**config.mk**
```make
export PLATFORM = sky130hd
export DESIGN_NAME = timer16_byte_access_counter
export DESIGN_NICKNAME = d
export VERILOG_FILES = /design/src/hdl/timer16_pkg.sv /design/src/hdl/timer16_prescale.sv /design/src/hdl/timer16_byte_access_counter.sv
export SDC_FILE = /design/constraint.sdc
export NUM_CORES = 1
export LEC_CHECK = 0
export BUFFER_PORTS_ARGS = -buffer_cell sky130_fd_sc_hd__buf_2
export CELL_PAD_IN_SITES_DETAIL_PLACEMENT = 0
export CELL_PAD_IN_SITES_GLOBAL_PLACEMENT = 2
export CORE_ASPECT_RATIO = 1.1
export CORE_MARGIN = 2
export CORE_UTILIZATION = 30
export CTS_CLUSTER_SIZE = 12
export DETAILED_ROUTE_END_ITERATION = 12
export GPL_TIMING_DRIVEN = 0
export PLACE_DENSITY_LB_ADDON = 0.2
export REMOVE_ABC_BUFFERS = 1
export SYNTH_ARGS = -nofsm -noshare
export SYNTH_HDL_FRONTEND = slang
export SYNTH_HIERARCHICAL = 1
export SYNTH_SLANG_ARGS = --single-unit
```
**constraint.sdc**
```tcl
create_clock -name clk_sys -period 5.05 [get_ports clk_sys]
set_input_delay 0.505 -clock clk_sys [delete_from_list [all_inputs] [get_ports clk_sys]]
set_output_delay 0.505 -clock clk_sys [all_outputs]
set_load 0.01 [all_outputs]
```
**src/hdl/timer16_pkg.sv**
```systemverilog
/*
 * Shared constants and types for the 16-bit timer counter with byte access.
 * Assumes a 32-bit APB register bus and registers that are one byte wide.
 */
package timer16_pkg;

    // Register byte offsets, one aligned word each
    localparam logic [7:0] OFS_CNT_LO  = 8'h00;
    localparam logic [7:0] OFS_CNT_HI  = 8'h04;
    localparam logic [7:0] OFS_CMPA_LO = 8'h08;
    localparam logic [7:0] OFS_CMPA_HI = 8'h0C;
    localparam logic [7:0] OFS_CMPB_LO = 8'h10;
    localparam logic [7:0] OFS_CMPB_HI = 8'h14;
    localparam logic [7:0] OFS_CAP_LO  = 8'h18;
    localparam logic [7:0] OFS_CAP_HI  = 8'h1C;
    localparam logic [7:0] OFS_CTRL_A  = 8'h20;
    localparam logic [7:0] OFS_CTRL_B  = 8'h24;
    localparam logic [7:0] OFS_FLAG    = 8'h28;

    // Field positions
    localparam int unsigned CS_LSB      = 0;
    localparam int unsigned WGM_A_LSB   = 0;
    localparam int unsigned WGM_B_LSB   = 3;
    localparam int unsigned FLAG_OVF    = 0;

    // Values after reset
    localparam logic [15:0] CNT_RST  = 16'h0000;
    localparam logic [7:0]  TEMP_RST = 8'h00;
    localparam logic [7:0]  CTRL_RST = 8'h00;

    // Sequence limits
    localparam logic [15:0] CNT_BOTTOM = 16'h0000;
    localparam logic [15:0] CNT_MAX    = 16'hFFFF;
    localparam logic [15:0] TOP_8BIT   = 16'h00FF;
    localparam logic [15:0] TOP_9BIT   = 16'h01FF;
    localparam logic [15:0] TOP_10BIT  = 16'h03FF;

    // Prescaler divide chain counter width in bits
    localparam int unsigned PRE_DIV_W  = 10;

    // Clock source choices
    typedef enum logic [2:0] {
        CS_STOP     = 3'h0,
        CS_SYS      = 3'h1,
        CS_DIV8     = 3'h2,
        CS_DIV64    = 3'h3,
        CS_DIV256   = 3'h4,
        CS_DIV1024  = 3'h5,
        CS_EXT_FALL = 3'h6,
        CS_EXT_RISE = 3'h7
    } clk_sel_e;

    // Counting sequence selector
    typedef logic [3:0] wgm_t;

    // Counter indications toward compare and waveform logic
    typedef struct packed {
        logic top_hit;
        logic bottom_hit;
        logic count_up;
        logic ovf_set;
    } timer_evt_s;

endpackage : timer16_pkg

```
**src/hdl/timer16_prescale.sv**
```systemverilog
/*
 * Free-running prescaler producing divided tick enables.
 * Assumes one system clock; outputs are one-cycle pulses.
 */
`timescale 1ns/100ps
module timer16_prescale
    import timer16_pkg::*;
#(
    parameter int unsigned DIV_W = PRE_DIV_W
) (
    // Clock and reset
    input  wire logic clk_sys,
    input  wire logic sys_rst,
    // Divided enables
    output logic      tick_div8,
    output logic      tick_div64,
    output logic      tick_div256,
    output logic      tick_div1024
);

    logic [DIV_W-1:0] pre_ff;

    // Free-running divide chain
    always_ff @(posedge clk_sys or posedge sys_rst) begin
        if (sys_rst) begin
            pre_ff <= '0;
        end else begin
            pre_ff <= pre_ff + 1'b1;
        end
    end

    // Terminal counts of each tap
    assign tick_div8    = &pre_ff[2:0];
    assign tick_div64   = &pre_ff[5:0];
    assign tick_div256  = &pre_ff[7:0];
    assign tick_div1024 = &pre_ff[DIV_W-1:0];

endmodule : timer16_prescale

```
**src/hdl/timer16_byte_access_counter.sv**
```systemverilog
/*
 * 16-bit timer counter with byte-wide register access through a shared
 * high-byte holding register, clock select, mode-driven sequence and
 * overflow flag. Assumes an APB master and a same-clock capture strobe;
 * the external count pin is asynchronous.
 */
`timescale 1ns/100ps
module timer16_byte_access_counter
    import timer16_pkg::*;
(
    // Clock and reset
    input  wire logic        clk_sys,
    input  wire logic        sys_rst,
    // APB slave
    input  wire logic        psel,
    input  wire logic        penable,
    input  wire logic        pwrite,
    input  wire logic [7:0]  paddr,
    input  wire logic [31:0] pwdata,
    output logic      [31:0] prdata,
    output logic             pready,
    output logic             pslverr,
    // External count pin and capture trigger
    input  wire logic        ext_clk_pin,
    input  wire logic        capture_strobe,
    // Values and indications
    output logic      [15:0] count_value,
    output logic      [15:0] compare_value_a,
    output logic      [15:0] compare_value_b,
    output logic      [15:0] capture_value,
    output timer_evt_s       counter_evt,
    output logic             overflow_flag
);

    logic [15:0] cnt_ff, cmpa_ff, cmpb_ff, cap_ff;
    logic [15:0] nxt_cnt, nxt_cap;
    logic [7:0]  temp_ff, nxt_temp;
    logic [7:0]  ctrl_a_ff, ctrl_b_ff;
    logic        dir_up_ff, nxt_dir_up;
    logic        ovf_ff;
    logic        ext_s1_ff, ext_s2_ff, ext_s3_ff;

    // Access decode
    wire acc    = psel & penable;
    wire wr_acc = acc & pwrite;
    wire rd_acc = acc & ~pwrite;
    wire [7:0] wbyte = pwdata[7:0];

    wire hit_cnt_lo  = (paddr == OFS_CNT_LO);
    wire hit_cnt_hi  = (paddr == OFS_CNT_HI);
    wire hit_cmpa_lo = (paddr == OFS_CMPA_LO);
    wire hit_cmpa_hi = (paddr == OFS_CMPA_HI);
    wire hit_cmpb_lo = (paddr == OFS_CMPB_LO);
    wire hit_cmpb_hi = (paddr == OFS_CMPB_HI);
    wire hit_cap_lo  = (paddr == OFS_CAP_LO);
    wire hit_cap_hi  = (paddr == OFS_CAP_HI);
    wire hit_ctrl_a  = (paddr == OFS_CTRL_A);
    wire hit_ctrl_b  = (paddr == OFS_CTRL_B);
    wire hit_flag    = (paddr == OFS_FLAG);
    wire hit_hi      = hit_cnt_hi | hit_cmpa_hi | hit_cmpb_hi | hit_cap_hi;
    wire mapped      = hit_cnt_lo | hit_cmpa_lo | hit_cmpb_lo | hit_cap_lo |
                       hit_hi | hit_ctrl_a | hit_ctrl_b | hit_flag;

    // Zero-wait answer, error on unmapped address
    assign pready  = 1'b1;
    assign pslverr = acc & ~mapped;

    wire wgm_t wgm = {ctrl_b_ff[WGM_B_LSB +: 2], ctrl_a_ff[WGM_A_LSB +: 2]};
    wire [2:0] cs = ctrl_b_ff[CS_LSB +: 3];

    // Ceiling of the sequence per mode
    function automatic logic [15:0] top_of(input wgm_t m, input logic [15:0] a,
                                           input logic [15:0] c);
        logic [15:0] t;
        t = CNT_MAX;
        unique case (m)
            4'h1, 4'h5:        t = TOP_8BIT;
            4'h2, 4'h6:        t = TOP_9BIT;
            4'h3, 4'h7:        t = TOP_10BIT;
            4'h4, 4'h9, 4'hB, 4'hF: t = a;
            4'h8, 4'hA, 4'hC, 4'hE: t = c;
            default:           t = CNT_MAX;
        endcase
        return t;
    endfunction : top_of

    wire [15:0] top_val    = top_of(wgm, cmpa_ff, cap_ff);
    wire        icr_top    = (wgm == 4'h8) | (wgm == 4'hA) | (wgm == 4'hC) | (wgm == 4'hE);
    wire        dual_slope = (wgm inside {4'h1, 4'h2, 4'h3, 4'h8, 4'h9, 4'hA, 4'hB});
    wire        fast_pwm   = (wgm inside {4'h5, 4'h6, 4'h7, 4'hE, 4'hF});

    wire at_top    = (cnt_ff == top_val);
    wire at_bottom = (cnt_ff == CNT_BOTTOM);

    // External pin synchroniser and edge detect
    always_ff @(posedge clk_sys or posedge sys_rst) begin
        if (sys_rst) begin
            ext_s1_ff <= 1'b0;
            ext_s2_ff <= 1'b0;
            ext_s3_ff <= 1'b0;
        end else begin
            ext_s1_ff <= ext_clk_pin;
            ext_s2_ff <= ext_s1_ff;
            ext_s3_ff <= ext_s2_ff;
        end
    end

    wire ext_rise = ext_s2_ff & ~ext_s3_ff;
    wire ext_fall = ~ext_s2_ff & ext_s3_ff;
    logic d8, d64, d256, d1024;

    timer16_prescale #(
        .DIV_W        (PRE_DIV_W)
    ) u_prescale (
        .clk_sys      (clk_sys),
        .sys_rst      (sys_rst),
        .tick_div8    (d8),
        .tick_div64   (d64),
        .tick_div256  (d256),
        .tick_div1024 (d1024)
    );

    // Tick source select, none when zero
    wire [7:0] tick_vec    = {ext_rise, ext_fall, d1024, d256, d64, d8, 1'b1, 1'b0};
    wire       timer_tick  = tick_vec[cs];

    wire [15:0] wr_word   = {temp_ff, wbyte};
    wire        cnt_lo_wr = wr_acc & hit_cnt_lo;
    wire        cap_lo_wr = wr_acc & hit_cap_lo;

    wire [15:0] cnt_inc = cnt_ff + 16'h0001;
    wire [15:0] cnt_dec = cnt_ff - 16'h0001;
    wire turn_down  = dual_slope & dir_up_ff & (cnt_ff >= top_val);
    wire turn_up    = dual_slope & ~dir_up_ff & at_bottom;
    wire step_up    = dual_slope ? (turn_up | (dir_up_ff & ~turn_down)) : 1'b1;
    wire clr_seq    = ~dual_slope & at_top;
    wire [15:0] step_val = clr_seq ? CNT_BOTTOM : (step_up ? cnt_inc : cnt_dec);
    wire count_op   = timer_tick & ~cnt_lo_wr;

    // Software write has priority over counting
    assign nxt_cnt    = cnt_lo_wr ? wr_word : (timer_tick ? step_val : cnt_ff);
    assign nxt_dir_up = ~dual_slope ? 1'b1 : (count_op ? step_up : dir_up_ff);

    wire ovf_point = dual_slope ? turn_up : (fast_pwm ? at_top : (cnt_ff == CNT_MAX));
    wire ovf_set   = count_op & ovf_point;
    wire ovf_clr   = wr_acc & hit_flag & pwdata[FLAG_OVF];

    assign nxt_temp = (wr_acc & hit_hi)     ? wbyte :
                      (rd_acc & hit_cnt_lo) ? cnt_ff[15:8] :
                      (rd_acc & hit_cap_lo) ? cap_ff[15:8] : temp_ff;

    // Capture write only when it sets the ceiling
    assign nxt_cap = (cap_lo_wr & icr_top) ? wr_word :
                     (capture_strobe & ~icr_top) ? cnt_ff : cap_ff;

    always_ff @(posedge clk_sys or posedge sys_rst) begin
        if (sys_rst) begin
            cnt_ff    <= CNT_RST;
            temp_ff   <= TEMP_RST;
            cap_ff    <= CNT_RST;
            dir_up_ff <= 1'b1;
        end else begin
            cnt_ff    <= nxt_cnt;
            temp_ff   <= nxt_temp;
            cap_ff    <= nxt_cap;
            dir_up_ff <= nxt_dir_up;
        end
    end

    // Compare and control registers
    always_ff @(posedge clk_sys or posedge sys_rst) begin
        if (sys_rst) begin
            cmpa_ff   <= CNT_RST;
            cmpb_ff   <= CNT_RST;
            ctrl_a_ff <= CTRL_RST;
            ctrl_b_ff <= CTRL_RST;
        end else begin
            if (wr_acc & hit_cmpa_lo) cmpa_ff   <= wr_word;
            if (wr_acc & hit_cmpb_lo) cmpb_ff   <= wr_word;
            if (wr_acc & hit_ctrl_a)  ctrl_a_ff <= wbyte;
            if (wr_acc & hit_ctrl_b)  ctrl_b_ff <= wbyte;
        end
    end

    // Sticky overflow flag, set beats clear
    always_ff @(posedge clk_sys or posedge sys_rst) begin
        if (sys_rst) begin
            ovf_ff <= 1'b0;
        end else begin
            ovf_ff <= ovf_set | (ovf_ff & ~ovf_clr);
        end
    end

    wire [7:0] rd_byte = hit_cnt_lo  ? cnt_ff[7:0]   :
                         hit_cmpa_lo ? cmpa_ff[7:0]  :
                         hit_cmpa_hi ? cmpa_ff[15:8] :
                         hit_cmpb_lo ? cmpb_ff[7:0]  :
                         hit_cmpb_hi ? cmpb_ff[15:8] :
                         hit_cap_lo  ? cap_ff[7:0]   :
                         (hit_cnt_hi | hit_cap_hi) ? temp_ff :
                         hit_ctrl_a  ? ctrl_a_ff     :
                         hit_ctrl_b  ? ctrl_b_ff     :
                         hit_flag    ? {7'h00, ovf_ff} : 8'h00;

    assign prdata = {24'h000000, rd_byte};

    // Outputs
    assign count_value            = cnt_ff;
    assign compare_value_a        = cmpa_ff;
    assign compare_value_b        = cmpb_ff;
    assign capture_value          = cap_ff;
    assign overflow_flag          = ovf_ff;
    assign counter_evt.top_hit    = at_top;
    assign counter_evt.bottom_hit = at_bottom;
    assign counter_evt.count_up   = dir_up_ff;
    assign counter_evt.ovf_set    = ovf_set;
endmodule : timer16_byte_access_counter

```
==> results.md <==
- Total Neg Setup Slack: 0 ns
- Max-cap violations: 0
- Critical path cell sequence: inv_1 -> o31a_1 -> o22a_1 -> ha_1 -> nand4_1 -> or4_4 -> inv_2 -> or4_4 -> o31a_4 -> fa_2 -> a21o_1 -> a211oi_2 -> nor2_2 -> o41ai_4 -> o211ai_1 -> a31oi_1 -> xor2_1 -> o22ai_1
- Routed WL: 23,700 um
- Synthesized instance count: 662
- Sequential share of the synthesized area: 39.6%
- Fmax: 0.207 GHz
- Initial DRC count: 361
- DRT Pass-1 Iters: 6
- CTS tree: yes
- Root buf cell: clkbuf_16
- GPL Wtd Cong: 0.873
- Status: finished clean
- Synth Warn #: 6
- CP max stage cell: dfrtp_1
- Final Hold Vio Count: 0
- RSZ-0062 raised after global routing: false
- Latest clock arrival within the worst-skew pair: 0.37 ns
- CP most frequent cell: or4_4
- Reg2reg setup slack: 0.22 ns
- Clk sinks: 103
- Endpoints failing setup: 0
- Tcrit/Tclk final: 95.5%
- CP delay by family, top: compound AO/OA/AOI/OAI gates
- Utilization after layout: 37.1%
- Fraction of registers with async set or reset after synthesis: 100%
- Minimum clock period: 4.83 ns
- Port Buffers: 100
- Core area: 21,300 um^2
- DIE AREA: 22,900 um^2
- Remaining DRCs: 0
- Share of cells above drive strength 1: 29.0%
- H-tree depth: 3
- Placed insts: 1,027
- Cell Area, Synth: 6520 um^2
- Row count: 56
- Initial Util: 30.6%
- Post-CTS Hold Buffers: 0
- Crit. End Element: register
- Critical Path AT: 5.04 ns
- Via density: 5.49
- Die Width: 145 um
- Syn_area_per_cell: 9.85 um^2
- Tightest Pin Transition: 1.13 ns
- Ports: 150
- Total power: 2.95 mW
- Worst Path Class, Setup: register to register
- Yosys reg bits: 103
- Grt total ovfl: 0
- Bufs and invs on worst path: 2
- Critical Path Max Stage Delay: 0.57 ns
- Inserted Clock Buffers: 9
- Clock Path Buffers: 2
- Hold Slack: 0.128 ns
- P&R area growth vs syn: 21.3%
- Antenna diode count: 0
- CP max FO: 8
- Slew Limit Fails: 0
- Nets@finish: 851
- FILL cells: 2,195
- Slew headroom: 24.3%
- Post-route insts no fill: 1,066
- Crit start category: register
- Reg clk slew, reported paths: 0.08 ns
- CP required: 5.26 ns
- Netlist cell types: 77
- Antenna violations before repair: 0
- Final ANT Viol Nets: 0
- Die Height: 159 um
- Worst hold path type: input pin to asynchronous set/reset pin
- Primary FF master, synth: dfrtp_1
- Peak supply drop: 216 uV
- Maximum number of pins on one net before global-route repair: 48
- Routed wire length per instance: 22.3 um
- Vias in the first global route: 5,814
- Global Route Usage Sum: 21.0%
- DP HPWL: 16,900 um
- PwrDens: 373 nW/um^2
- EDFF count, synth: 0
- First-pass GRT wire length: 35,400 um
- Via Count: 5,857
- Static Leak: 3.86 nW
- Clk_skew: 0.0138 ns
per-stage QoR:
stage	worst slack, ns	instance area (um^2)
final	0.225	7910
after global routing	0.000960	7910
after CTS	0.0237	7800
after detailed placement	-1.10	7230
after global placement	-1.13	7160
after floorplan	0.233	6300
final timing paths:
path	endpoint	from	cells past startpoint
setup / recovery	count_value[14]$_DFFE_PP0P_	ctrl_b_ff[3]$_DFFE_PP0P_	18
max in group asynchronous	count_value[7]$_DFFE_PP0P_	sys_rst	3
hold / removal	u_prescale/pre_ff[5]$_DFF_PP0_	sys_rst	2
setup reg to reg	count_value[14]$_DFFE_PP0P_	ctrl_b_ff[3]$_DFFE_PP0P_	18
hold reg to reg	ext_s2_ff$_DFF_PP0_	ext_s1_ff$_DFF_PP0_	0
min in group clk_sys	ext_s1_ff$_DFF_PP0_	ext_clk_pin	1
where the power goes:
part | switching [mW] | leakage (nW) | internal (mW)
clock network | 0.366 | 0.155 | 0.399
logic | 0.655 | 2.31 | 0.493
registers | 0.154 | 1.40 | 0.883
routing by layer:
metal	global-route usage [%]	wire length, um
met5	0	0
met4	8.51	739
met3	2.68	1100
met2	34.6	11400
met1	28.1	10500
kinds of logic (layout without fill, tap and decap cells):
family,after synthesis,after routing,synth area share (%)
AOI/OAI and AO/OA,180,180,20.0
xor gates and xnor gates,22,22,3.07
adders and majority gates,33,33,6.45
buffers and inverters,72,163,5.99
DFF,103,103,39.6
muxes,45,45,8.14
other,2,25,0.115
and+or+nand+nor,205,205,16.7
layout make-up:
| class | instances | area, um^2 | area share, % |
|---|---|---|---|
| clock inverters | 7 | 87.6 | 1.11 |
| multi-input cells | 510 | 3790 | 48.0 |
| flip-flops and latches | 103 | 2580 | 32.7 |
| inverters | 22 | 88.8 | 1.12 |
| repair buffers | 125 | 769 | 9.73 |
| clock buffers | 9 | 225 | 2.85 |
| well taps | 290 | 363 | 4.59 |
Yosys cell counts, drive strengths merged, types with 2 or more instances:
library cell | count | share of area (%)
o22ai | 12 | 1.2
nand2b | 6 | 0.58
and3 | 8 | 0.79
xor2 | 11 | 1.5
o211a | 5 | 0.77
xnor2 | 11 | 1.6
a221oi | 3 | 0.40
nand2 | 68 | 4.0
clkbuf | 13 | 0.75
ha | 32 | 6.1
a221o | 11 | 1.7
o21ai | 20 | 1.6
or4 | 2 | 0.29
o211ai | 10 | 1.2
and4 | 3 | 0.44
o31a | 2 | 0.27
o2111a | 2 | 0.35
a21o | 6 | 0.69
nor3 | 19 | 2.2
conb | 2 | 0.12
nor2b | 2 | 0.19
o31ai | 3 | 0.35
inv | 22 | 1.3
a222oi | 9 | 1.4
a21boi | 5 | 0.58
nand4 | 13 | 1.3
a31oi | 6 | 0.67
buf | 37 | 4.0
nor2 | 44 | 2.9
a211oi | 5 | 0.58
mux2 | 43 | 7.8
o22a | 2 | 0.27
o41ai | 2 | 0.38
or3 | 2 | 0.27
a22oi | 35 | 4.0
nor4 | 9 | 1.1
o221ai | 2 | 0.27
nand3 | 23 | 1.8
mux2i | 2 | 0.31
or2 | 2 | 0.23
a21oi | 34 | 2.6
dfrtp | 102 | 39
placed cells by master, fill, tap and decap left out, types with 18 or more instances in the layout:
cell | Yosys | final
buf_2 | 6 | 100
dfrtp_1 | 102 | 99
nand2_1 | 65 | 64
nor2_1 | 41 | 36
a22oi_1 | 35 | 35
a21oi_1 | 34 | 33
ha_1 | 32 | 28
conb_1 | 2 | 25
nand3_1 | 23 | 23
mux2_2 | 22 | 22
buf_4 | 30 | 19
inv_1 | 20 | 18
flip-flops by register name, indices dropped and copies added, names as in the netlist:
| signal | cells |
|---|---|
| capture_value | 16 |
| compare_value_a | 16 |
| compare_value_b | 16 |
| count_value | 16 |
| u_prescale/pre_ff | 10 |
| ctrl_a_ff | 8 |
| ctrl_b_ff | 8 |
| temp_ff | 8 |
| dir_up_ff | 1 |
| ext_s1_ff | 1 |
| ext_s2_ff | 1 |
| ext_s3_ff | 1 |
| overflow_flag | 1 |
worst register-to-register path: cells and delay by family (launching register included):
kind            cells  cell delay, ns
compound gates      9            2.10
simple gates        4            0.92
fa+ha+maj           2            0.69
flops               1            0.57
buf+inv             2            0.23
xor+xnor            1            0.16
timing repair:
action / 4_1_cts / 5_1_grt
setup buffers: 19 / 4
resized for setup: 17 / 13
endpoints found under the setup margin: 13 / 6
pin swaps: 4 / 18
gates cloned: 0 / 0
No activity file was read; power rests on OpenSTA's default activity.
